===== config.mk =====
export PLATFORM = sky130hd
export DESIGN_NAME = exec_unit
export DESIGN_NICKNAME = d
export VERILOG_FILES = /design/src/hw/ops_pkg.sv /design/src/hw/exec_unit.sv
export SDC_FILE = /design/constraint.sdc
export NUM_CORES = 1
export LEC_CHECK = 0
export BUFFER_PORTS_ARGS = -buffer_cell sky130_fd_sc_hd__buf_2
export CELL_PAD_IN_SITES_DETAIL_PLACEMENT = 2
export CELL_PAD_IN_SITES_GLOBAL_PLACEMENT = 2
export CORE_MARGIN = 1.5
export CORE_UTILIZATION = 35
export DETAILED_ROUTE_END_ITERATION = 10
export HOLD_SLACK_MARGIN = 0.05
export PLACE_DENSITY_LB_ADDON = 0.25
export SYNTH_ARGS = -nofsm -noshare
export SYNTH_HDL_FRONTEND = slang
export SYNTH_SLANG_ARGS = --single-unit
export TNS_END_PERCENT = 1

===== constraint.sdc =====
create_clock -name clk -period 4.7 [get_ports clk]
set_input_delay 0.94 -clock clk [delete_from_list [all_inputs] [get_ports clk]]
set_output_delay 0.94 -clock clk [all_outputs]
set_load 0.02 [all_outputs]

===== src/hw/ops_pkg.sv =====
// Constants and carrier types for the load, OR, stack and no-op executor
// -----------------------------------------------------------------------
// How it works
// - Load byte via pointer pair, then bump pair
// - Same opcode, two bytes, ten cycles
// - Even pair field program, odd data memory
// - No-op changes nothing, one byte four cycles
// - Destination gets destination OR source
// - Source operand is never written
// - Zero flag on zero result, sign copies bit7
// - Overflow cleared; carry, decimal, half-carry kept
// - 44, 45, 46 are three-byte six-cycle forms
// - Pop reads at stack pointer, then increments
// - Pop and push keep every flag
// - Push decrements pointer first, then stores
// - Pointer pair even register holds high byte
// -----------------------------------------------------------------------
package ops_pkg;

  // ---------------------------------------------------------------------
  // Opcodes
  // ---------------------------------------------------------------------
  localparam logic [7:0] OP_LDI     = 8'hE3;
  localparam logic [7:0] OP_NOP     = 8'hFF;
  localparam logic [7:0] OP_OR_RR   = 8'h42;
  localparam logic [7:0] OP_OR_RIR  = 8'h43;
  localparam logic [7:0] OP_OR_GG   = 8'h44;
  localparam logic [7:0] OP_OR_GIR  = 8'h45;
  localparam logic [7:0] OP_OR_GIM  = 8'h46;
  localparam logic [7:0] OP_POP_G   = 8'h50;
  localparam logic [7:0] OP_POP_IND = 8'h51;
  localparam logic [7:0] OP_PUSH_G  = 8'h70;
  localparam logic [7:0] OP_PUSH_IND = 8'h71;

  // ---------------------------------------------------------------------
  // Cycle and byte counts
  // ---------------------------------------------------------------------
  localparam logic [3:0] CYC_LDI    = 4'hA;
  localparam logic [3:0] CYC_NOP    = 4'h4;
  localparam logic [3:0] CYC_OR_RR  = 4'h4;
  localparam logic [3:0] CYC_OR_6   = 4'h6;
  localparam logic [3:0] CYC_STACK  = 4'h8;
  localparam logic [1:0] BYTES_1    = 2'h1;
  localparam logic [1:0] BYTES_2    = 2'h2;
  localparam logic [1:0] BYTES_3    = 2'h3;

  // ---------------------------------------------------------------------
  // Reset value and working register base
  // ---------------------------------------------------------------------
  localparam logic [7:0] STK_RESET  = 8'h00;
  localparam logic [7:0] WORK_BASE  = 8'hC0;

  // ---------------------------------------------------------------------
  // Carrier types
  // ---------------------------------------------------------------------
  typedef struct packed {
    logic [7:0] opcode;
    logic [7:0] byte1;
    logic [7:0] byte2;
  } instr_s;

  typedef struct packed {
    logic       c;
    logic       z;
    logic       s;
    logic       v;
    logic       d;
    logic       h;
  } flags_s;

  typedef struct packed {
    logic       rd;
    logic       wr;
    logic [7:0] addr;
    logic [7:0] wdata;
  } rf_req_s;

  typedef struct packed {
    logic        rd;
    logic        data_space;
    logic [15:0] addr;
  } mem_req_s;

  typedef enum logic [2:0] {
    K_NOP  = 3'h0,
    K_OR   = 3'h1,
    K_LDI  = 3'h2,
    K_POP  = 3'h3,
    K_PUSH = 3'h4
  } kind_e;

endpackage : ops_pkg


===== src/hw/exec_unit.sv =====
// Executor for incrementing load, no-op, OR, pop and push instructions
`timescale 1ns/1ns
module exec_unit
  import ops_pkg::*;
#(
  parameter logic [7:0] WORK_BASE_P = WORK_BASE
) (
  input  wire logic     clk,
  input  wire logic     rst_n,
  input  wire logic     start,
  input  wire instr_s   instr,
  input  wire logic [7:0] rf_rdata,
  input  wire logic [7:0] mem_rdata,
  output logic          ready,
  output rf_req_s       rf,
  output mem_req_s      mem,
  output flags_s        flags,
  output logic [7:0]    stack_pointer,
  output logic          done,
  output logic [1:0]    done_bytes,
  output logic          illegal
);

  // ---------------------------------------------------------------------
  // Working register mapping
  // ---------------------------------------------------------------------
  function automatic logic [7:0] wk(input logic [3:0] r);
    wk = {WORK_BASE_P[7:4], r};
  endfunction : wk

  typedef enum logic [10:0] {
    S_IDLE = 11'h001,
    S_PTR  = 11'h002,
    S_RDS  = 11'h004,
    S_RDD  = 11'h008,
    S_PTRD = 11'h010,
    S_PHI  = 11'h020,
    S_PLO  = 11'h040,
    S_MEM  = 11'h080,
    S_INCL = 11'h100,
    S_INCH = 11'h200,
    S_HOLD = 11'h400
  } state_e;

  // ---------------------------------------------------------------------
  // Opcode decode
  // ---------------------------------------------------------------------
  wire logic [7:0] op = instr.opcode;
  wire logic [7:0] b1 = instr.byte1;
  wire logic [7:0] b2 = instr.byte2;
  wire logic is_or_w  = (op == OP_OR_RR) || (op == OP_OR_RIR);
  wire logic is_or_g  = (op == OP_OR_GG) || (op == OP_OR_GIR);
  wire logic is_or    = is_or_w || is_or_g || (op == OP_OR_GIM);
  wire logic is_pop   = (op == OP_POP_G) || (op == OP_POP_IND);
  wire logic is_push  = (op == OP_PUSH_G) || (op == OP_PUSH_IND);
  wire logic is_ldi   = (op == OP_LDI);
  wire logic is_nop   = (op == OP_NOP);
  wire logic d_known  = is_or || is_pop || is_push || is_ldi || is_nop;

  wire kind_e d_kind = is_or   ? K_OR   :
                       is_ldi  ? K_LDI  :
                       is_pop  ? K_POP  :
                       is_push ? K_PUSH : K_NOP;

  wire logic [3:0] d_cycles =
      is_ldi                 ? CYC_LDI   :
      (op == OP_OR_RR)       ? CYC_OR_RR :
      is_or                  ? CYC_OR_6  :
      (is_pop || is_push)    ? CYC_STACK : CYC_NOP;
  wire logic [3:0] d_last = d_cycles - 4'h1;

  wire logic [1:0] d_bytes =
      (is_or_g || op == OP_OR_GIM) ? BYTES_3 :
      (is_nop || !d_known)         ? BYTES_1 : BYTES_2;

  wire logic d_src_ind = (op == OP_OR_RIR) || (op == OP_OR_GIR)
                      || (op == OP_PUSH_IND);
  wire logic d_dst_ind = (op == OP_POP_IND);

  wire logic [7:0] d_dst = is_or_w                   ? wk(b1[7:4]) :
                           is_ldi                    ? wk(b1[7:4]) :
                           is_or_g                   ? b2          : b1;
  // The load names its pointer pair as a working register too
  wire logic [7:0] d_src = (is_or_w || is_ldi) ? wk(b1[3:0]) : b1;

  // Even register of the pair carries the high address byte
  wire logic [7:0] d_pair_hi = wk({b1[3:1], 1'b0});

  // ---------------------------------------------------------------------
  // Datapath state
  // ---------------------------------------------------------------------
  state_e      state;
  kind_e       kind;
  logic [3:0]  cyc;
  logic [3:0]  last;
  logic [1:0]  nbytes;
  logic        src_ind;
  logic        dst_ind;
  logic        space;
  logic [7:0]  dst_addr;
  logic [7:0]  src_addr;
  logic [7:0]  opa;
  logic [7:0]  ptr_hi;
  logic [7:0]  ptr_lo;

  wire logic [7:0] or_res  = opa | rf_rdata;
  wire logic [7:0] lo_inc  = ptr_lo + 8'h01;
  wire logic       lo_wrap = (ptr_lo == 8'hFF);
  wire logic [7:0] hi_next = ptr_hi + {7'h00, lo_wrap};
  wire logic [7:0] stk_dec = stack_pointer - 8'h01;
  wire logic [7:0] stk_inc = stack_pointer + 8'h01;
  wire logic       take    = ready && start;
  wire logic       at_last = (cyc == last);

  // ---------------------------------------------------------------------
  // Cycle counter keeps every instruction at its fixed length
  // ---------------------------------------------------------------------
  always_ff @(posedge clk) begin
    if (!rst_n || state == S_IDLE) begin
      cyc <= 4'h0;
    end else begin
      cyc <= cyc + 4'h1;
    end
  end

  // ---------------------------------------------------------------------
  // Sequencer
  // ---------------------------------------------------------------------
  always_ff @(posedge clk) begin
    if (!rst_n) begin
      state         <= S_IDLE;
      kind          <= K_NOP;
      last          <= 4'h0;
      nbytes        <= 2'h0;
      src_ind       <= 1'b0;
      dst_ind       <= 1'b0;
      space         <= 1'b0;
      dst_addr      <= 8'h00;
      src_addr      <= 8'h00;
      opa           <= 8'h00;
      ptr_hi        <= 8'h00;
      ptr_lo        <= 8'h00;
      ready         <= 1'b1;
      rf            <= '0;
      mem           <= '0;
      flags         <= '0;
      stack_pointer <= STK_RESET;
      done          <= 1'b0;
      done_bytes    <= 2'h0;
      illegal       <= 1'b0;
    end else begin
      rf.rd   <= 1'b0;
      rf.wr   <= 1'b0;
      mem.rd  <= 1'b0;
      done    <= 1'b0;
      illegal <= 1'b0;
      case (state)
        S_IDLE: begin
          if (take) begin
            ready    <= 1'b0;
            kind     <= d_kind;
            last     <= d_last;
            nbytes   <= d_bytes;
            src_ind  <= d_src_ind;
            dst_ind  <= d_dst_ind;
            space    <= b1[0];
            dst_addr <= d_dst;
            src_addr <= d_src;
            illegal  <= !d_known;
            state    <= S_HOLD;
            if (is_ldi) begin
              rf.rd   <= 1'b1;
              rf.addr <= d_pair_hi;
              state   <= S_PHI;
            end else if (op == OP_OR_GIM) begin
              opa     <= b2;
              rf.rd   <= 1'b1;
              rf.addr <= d_dst;
              state   <= S_RDD;
            end else if (is_or || is_push) begin
              if (is_push) begin
                stack_pointer <= stk_dec;
              end
              rf.rd   <= 1'b1;
              rf.addr <= d_src;
              state   <= d_src_ind ? S_PTR : S_RDS;
            end else if (is_pop) begin
              rf.rd   <= 1'b1;
              rf.addr <= stack_pointer;
              state   <= S_RDS;
            end
          end
        end
        S_PTR: begin
          src_addr <= rf_rdata;
          rf.rd    <= 1'b1;
          rf.addr  <= rf_rdata;
          state    <= S_RDS;
        end
        S_RDS: begin
          opa <= rf_rdata;
          if (kind == K_PUSH) begin
            rf.wr    <= 1'b1;
            rf.addr  <= stack_pointer;
            rf.wdata <= rf_rdata;
            state    <= S_HOLD;
          end else if (kind == K_POP) begin
            stack_pointer <= stk_inc;
            if (dst_ind) begin
              rf.rd   <= 1'b1;
              rf.addr <= dst_addr;
              state   <= S_PTRD;
            end else begin
              rf.wr    <= 1'b1;
              rf.addr  <= dst_addr;
              rf.wdata <= rf_rdata;
              state    <= S_HOLD;
            end
          end else begin
            rf.rd   <= 1'b1;
            rf.addr <= dst_addr;
            state   <= S_RDD;
          end
        end
        S_RDD: begin
          // Only the destination is written back
          rf.wr    <= 1'b1;
          rf.addr  <= dst_addr;
          rf.wdata <= or_res;
          flags.z  <= (or_res == 8'h00);
          flags.s  <= or_res[7];
          flags.v  <= 1'b0;
          state    <= S_HOLD;
        end
        S_PTRD: begin
          rf.wr    <= 1'b1;
          rf.addr  <= rf_rdata;
          rf.wdata <= opa;
          state    <= S_HOLD;
        end
        S_PHI: begin
          ptr_hi  <= rf_rdata;
          rf.rd   <= 1'b1;
          rf.addr <= d_pair_lo(dst_addr, src_addr);
          state   <= S_PLO;
        end
        S_PLO: begin
          ptr_lo         <= rf_rdata;
          mem.rd         <= 1'b1;
          mem.data_space <= space;
          mem.addr       <= {ptr_hi, rf_rdata};
          state          <= S_MEM;
        end
        S_MEM: begin
          rf.wr    <= 1'b1;
          rf.addr  <= dst_addr;
          rf.wdata <= mem_rdata;
          state    <= S_INCL;
        end
        S_INCL: begin
          rf.wr    <= 1'b1;
          rf.addr  <= d_pair_lo(dst_addr, src_addr);
          rf.wdata <= lo_inc;
          state    <= S_INCH;
        end
        S_INCH: begin
          // Rewritten even without a carry; keeps the length fixed
          rf.wr    <= 1'b1;
          rf.addr  <= {src_addr[7:4], src_addr[3:1], 1'b0};
          rf.wdata <= hi_next;
          state    <= S_HOLD;
        end
        S_HOLD: begin
          // Flags stay put here for load, stack and no-op forms
          if (at_last) begin
            done       <= 1'b1;
            done_bytes <= nbytes;
            ready      <= 1'b1;
            state      <= S_IDLE;
          end
        end
        default: begin
          ready <= 1'b1;
          state <= S_IDLE;
        end
      endcase
    end
  end

  // Odd register of the pair named by the source field
  function automatic logic [7:0] d_pair_lo(input logic [7:0] dsta,
                                           input logic [7:0] srca);
    d_pair_lo = {srca[7:4], srca[3:1], 1'b1} | (dsta & 8'h00);
  endfunction : d_pair_lo

endmodule : exec_unit


==> out/qor.csv <==
metric;value;unit
status;finished clean;
dpl.hpwl;17.1;mm
fin_crit;3260;ps
maxSlewViolCount;0;
worst_slack;1440;ps
crit_path_cell_trace;buf_2 > or3_1 > or4_1 > a311oi_1 > buf_4 > or3_1 > o21ai_0 > a41oi_1;
grt_pass1_wl;37.0;mm
skew;8.66;ps
dr.pass1.iters;7;
required;4970;ps
via_per_inst;5.96;
place_ws;1130;ps
initial_core_util;36.1;%
synth_top_area_share;37.3;%
drt_wl_total;23.1;mm
cts.path.max_buffers;2;
dieArea;17300;um^2
vias;6071;
synth_edf_count;0;
critPathBufInv;2;
drtIter0Drc;367;
final_area;6660;um^2
antenna_cells_inserted;0;
layout-drive-gt1-share;16.9;%
async_reset_ff_share;0;%
htree_num_levels;3;
cp_top_family;simple AND/OR/NAND/NOR gates;
syn-instance-count;731;
place_area;6390;um^2
ys_seq_area_share;37.3;%
final-setup-viol-count;0;
clk_pin_slew;80;ps
ir_worst_vdd;0.000172;V
final_hold_viol_count;0;
grt_max_degree;46;
cts-resized-gates;0;
grt_usage;27.2;%
critPathCaptureType;flop;
cpMaxStageDelayCell;or4_1;
yosysWarnings;0;
max_cap_violations;0;
rsz0062_at_grt;no;
post_cts_buffers;0;
synth.avg_cell_area;7.93;um^2
avgRoutedWirePerCell;22.7;um
clock-sinks;108;
leakagePower;2.63;nW
cts_tree;done;
dominantRegCellSynth;dfxtp_1;
ctsRootBufferMaster;clkbuf_16;
fillerInstances;1842;
core;16100;um^2
drcViolationCount;0;
p_per_area;286;nW/um^2
ios;98;
die_y;132;um
critPathMaxStageDelay;760;ps
hold_class;flop to flop;
cts_made_buffers;9;
gp_congestion;0.873;
clock_latency;360;ps
max_freq;307;MHz
antenna_found_initial;0;
fp-row-count;46;
synth_largest_area_cell;dfxtp_1;
overflow;0;
final.setup.tns;0;ps
fin_hold_ws;451;ps
worstPathArrival;3530;ps
critPathMostFrequentCell;or3_1;
utilization;41.5;%
cts_hold_buf;0;
path_max_fanout;11;
synth_cell_types;71;
area_growth;14.9;%
slew_headroom;38.8;%
start_kind;input port;
worst_pin_slew;916;ps
netlist_top_cells_area;dfxtp_1 37%, nand2_1 8.9%, a21oi_1 5.2%;
crit_type;input port to flop;
netlist_area;5800;um^2
die_w;132;um
ant_nets;0;
fin_crit_sh;69.4;%
fin_nets;854;
io_buffers;93;
grt_pass1_vias;6509;
synth_seq_cells;108;
cell type report:
class | instances | area, um^2 | share of cell area [%]
inverter | 10 | 37.5 | 0.564
clock buffer | 10 | 229 | 3.44
timing repair buffer | 106 | 563 | 8.46
clock inverter | 5 | 37.5 | 0.564
sequential | 108 | 2160 | 32.5
multi-input combinational | 564 | 3360 | 50.4
tap | 216 | 270 | 4.06
worst register-to-register path: stages (launching register included):
cell     delay, ps
dfxtp_1        410
nor4_1         360
buf_4          210
nand3_1        100
buf_4          280
ha_1           380
nor2b_1        160
o21a_1         180
o21ai_0        300
nor4b_1        340
o31ai_1        140
a21oi_1        160
logic make-up (layout without fill, tap and decap cells):
kind of cell | count (synthesis) | after routing | synth area share, %
and+or+nand+nor | 326 | 326 | 27.4
AOI/OAI and AO/OA | 181 | 181 | 21.0
DFF | 108 | 108 | 37.3
buffers and inverters | 62 | 131 | 4.96
xor gates and xnor gates | 26 | 26 | 3.93
muxes | 15 | 15 | 2.63
adders and majority gates | 12 | 12 | 2.72
other | 1 | 4 | 0.0647
path summary, 6_finish.rpt:
| path | from | endpoint | slack, ps | cells after the start |
|---|---|---|---|---|
| max | instr[21] | rf[12] | 1440 | 8 |
| min | mem[15] | mem[15] | 450 | 2 |
| max reg2reg | state[3] | stack_pointer[6] | 1610 | 11 |
| min reg2reg | mem[15] | mem[15] | 450 | 2 |
registers in the layout, indices dropped and copies added (netlist names):
signal	flops
dst_ind	1
nbytes	2
opa	8
stack_pointer	8
dst_addr	8
illegal	1
rf	18
flags	2
src_addr	7
ready	1
space	1
ptr_hi	8
kind	3
last	4
done	1
state	11
done_bytes	2
cyc	4
mem	18
cell usage after synthesis, types with 3 or more instances:
library cell and number:
buf_6 4, a22oi_1 3, a222oi_1 3, buf_4 5
dfxtp_1 108, and2_1 5, mux2i_1 13, buf_1 3
nor3_1 17, clkbuf_1 35, or4_1 4, or3_1 7
o22ai_1 7, buf_2 5, o31ai_1 4, ha_1 11
a22o_1 5, nor4_1 10, a21oi_1 60, xnor2_1 14
a311oi_1 13, o21ai_0 22, xor2_1 12, a211o_1 5
nor3b_1 7, nand2b_1 5, nor2b_1 6, nand4_1 13
a211oi_1 3, a31oi_1 16, a221oi_1 10, and4_1 5
nand2_1 137, nor2_1 61, nand3_1 20, nor4b_1 4
and3_1 8, nand4b_1 3, inv_1 10, o211ai_1 8
power breakdown:
group / leakage (nW) / internal, mW / switching [mW] / total [mW]
registers: 0.874 / 0.939 / 0.0204 / 0.960
clock network: 0.125 / 0.361 / 0.370 / 0.731
logic: 1.63 / 0.0673 / 0.148 / 0.215
total: 2.63 / 1.37 / 0.538 / 1.91
stage by stage:
step	instances	total power [mW]
after floorplan	734	1.10
after global placement	1004	1.18
after detailed placement	1004	1.19
after CTS	1019	1.92
after global routing	1019	1.98
final	1019	1.91
layout by cell type, fill, tap and decap left out, types with 8 or more instances in the layout:
| cell | count |
|---|---|
| nor3_1 | 17 |
| o21ai_0 | 22 |
| ha_1 | 11 |
| a31oi_1 | 16 |
| o211ai_1 | 8 |
| nand2_1 | 137 |
| nor4_1 | 10 |
| clkbuf_16 | 9 |
| xor2_1 | 12 |
| buf_2 | 93 |
| mux2i_1 | 13 |
| a311oi_1 | 13 |
| inv_1 | 9 |
| a21oi_1 | 60 |
| xnor2_1 | 14 |
| dfxtp_1 | 108 |
| nor2_1 | 61 |
| nand3_1 | 20 |
| and3_1 | 8 |
| buf_4 | 13 |
| nand4_1 | 13 |
| a221oi_1 | 10 |
per-layer routing:
| metal | share of wire (%) | wire length [um] | GRT usage (%) | vias up |
|---|---|---|---|---|
| li1 | - | - | - | 2782 |
| met1 | 45 | 10500 | 35.8 | 3096 |
| met2 | 49 | 11200 | 46.6 | 162 |
| met3 | 4.2 | 965 | 3.13 | 31 |
| met4 | 1.9 | 440 | 8.33 | 0 |
| met5 | 0 | 0 | 0 | - |
Note: power is estimated with default switching activity, not from simulation.
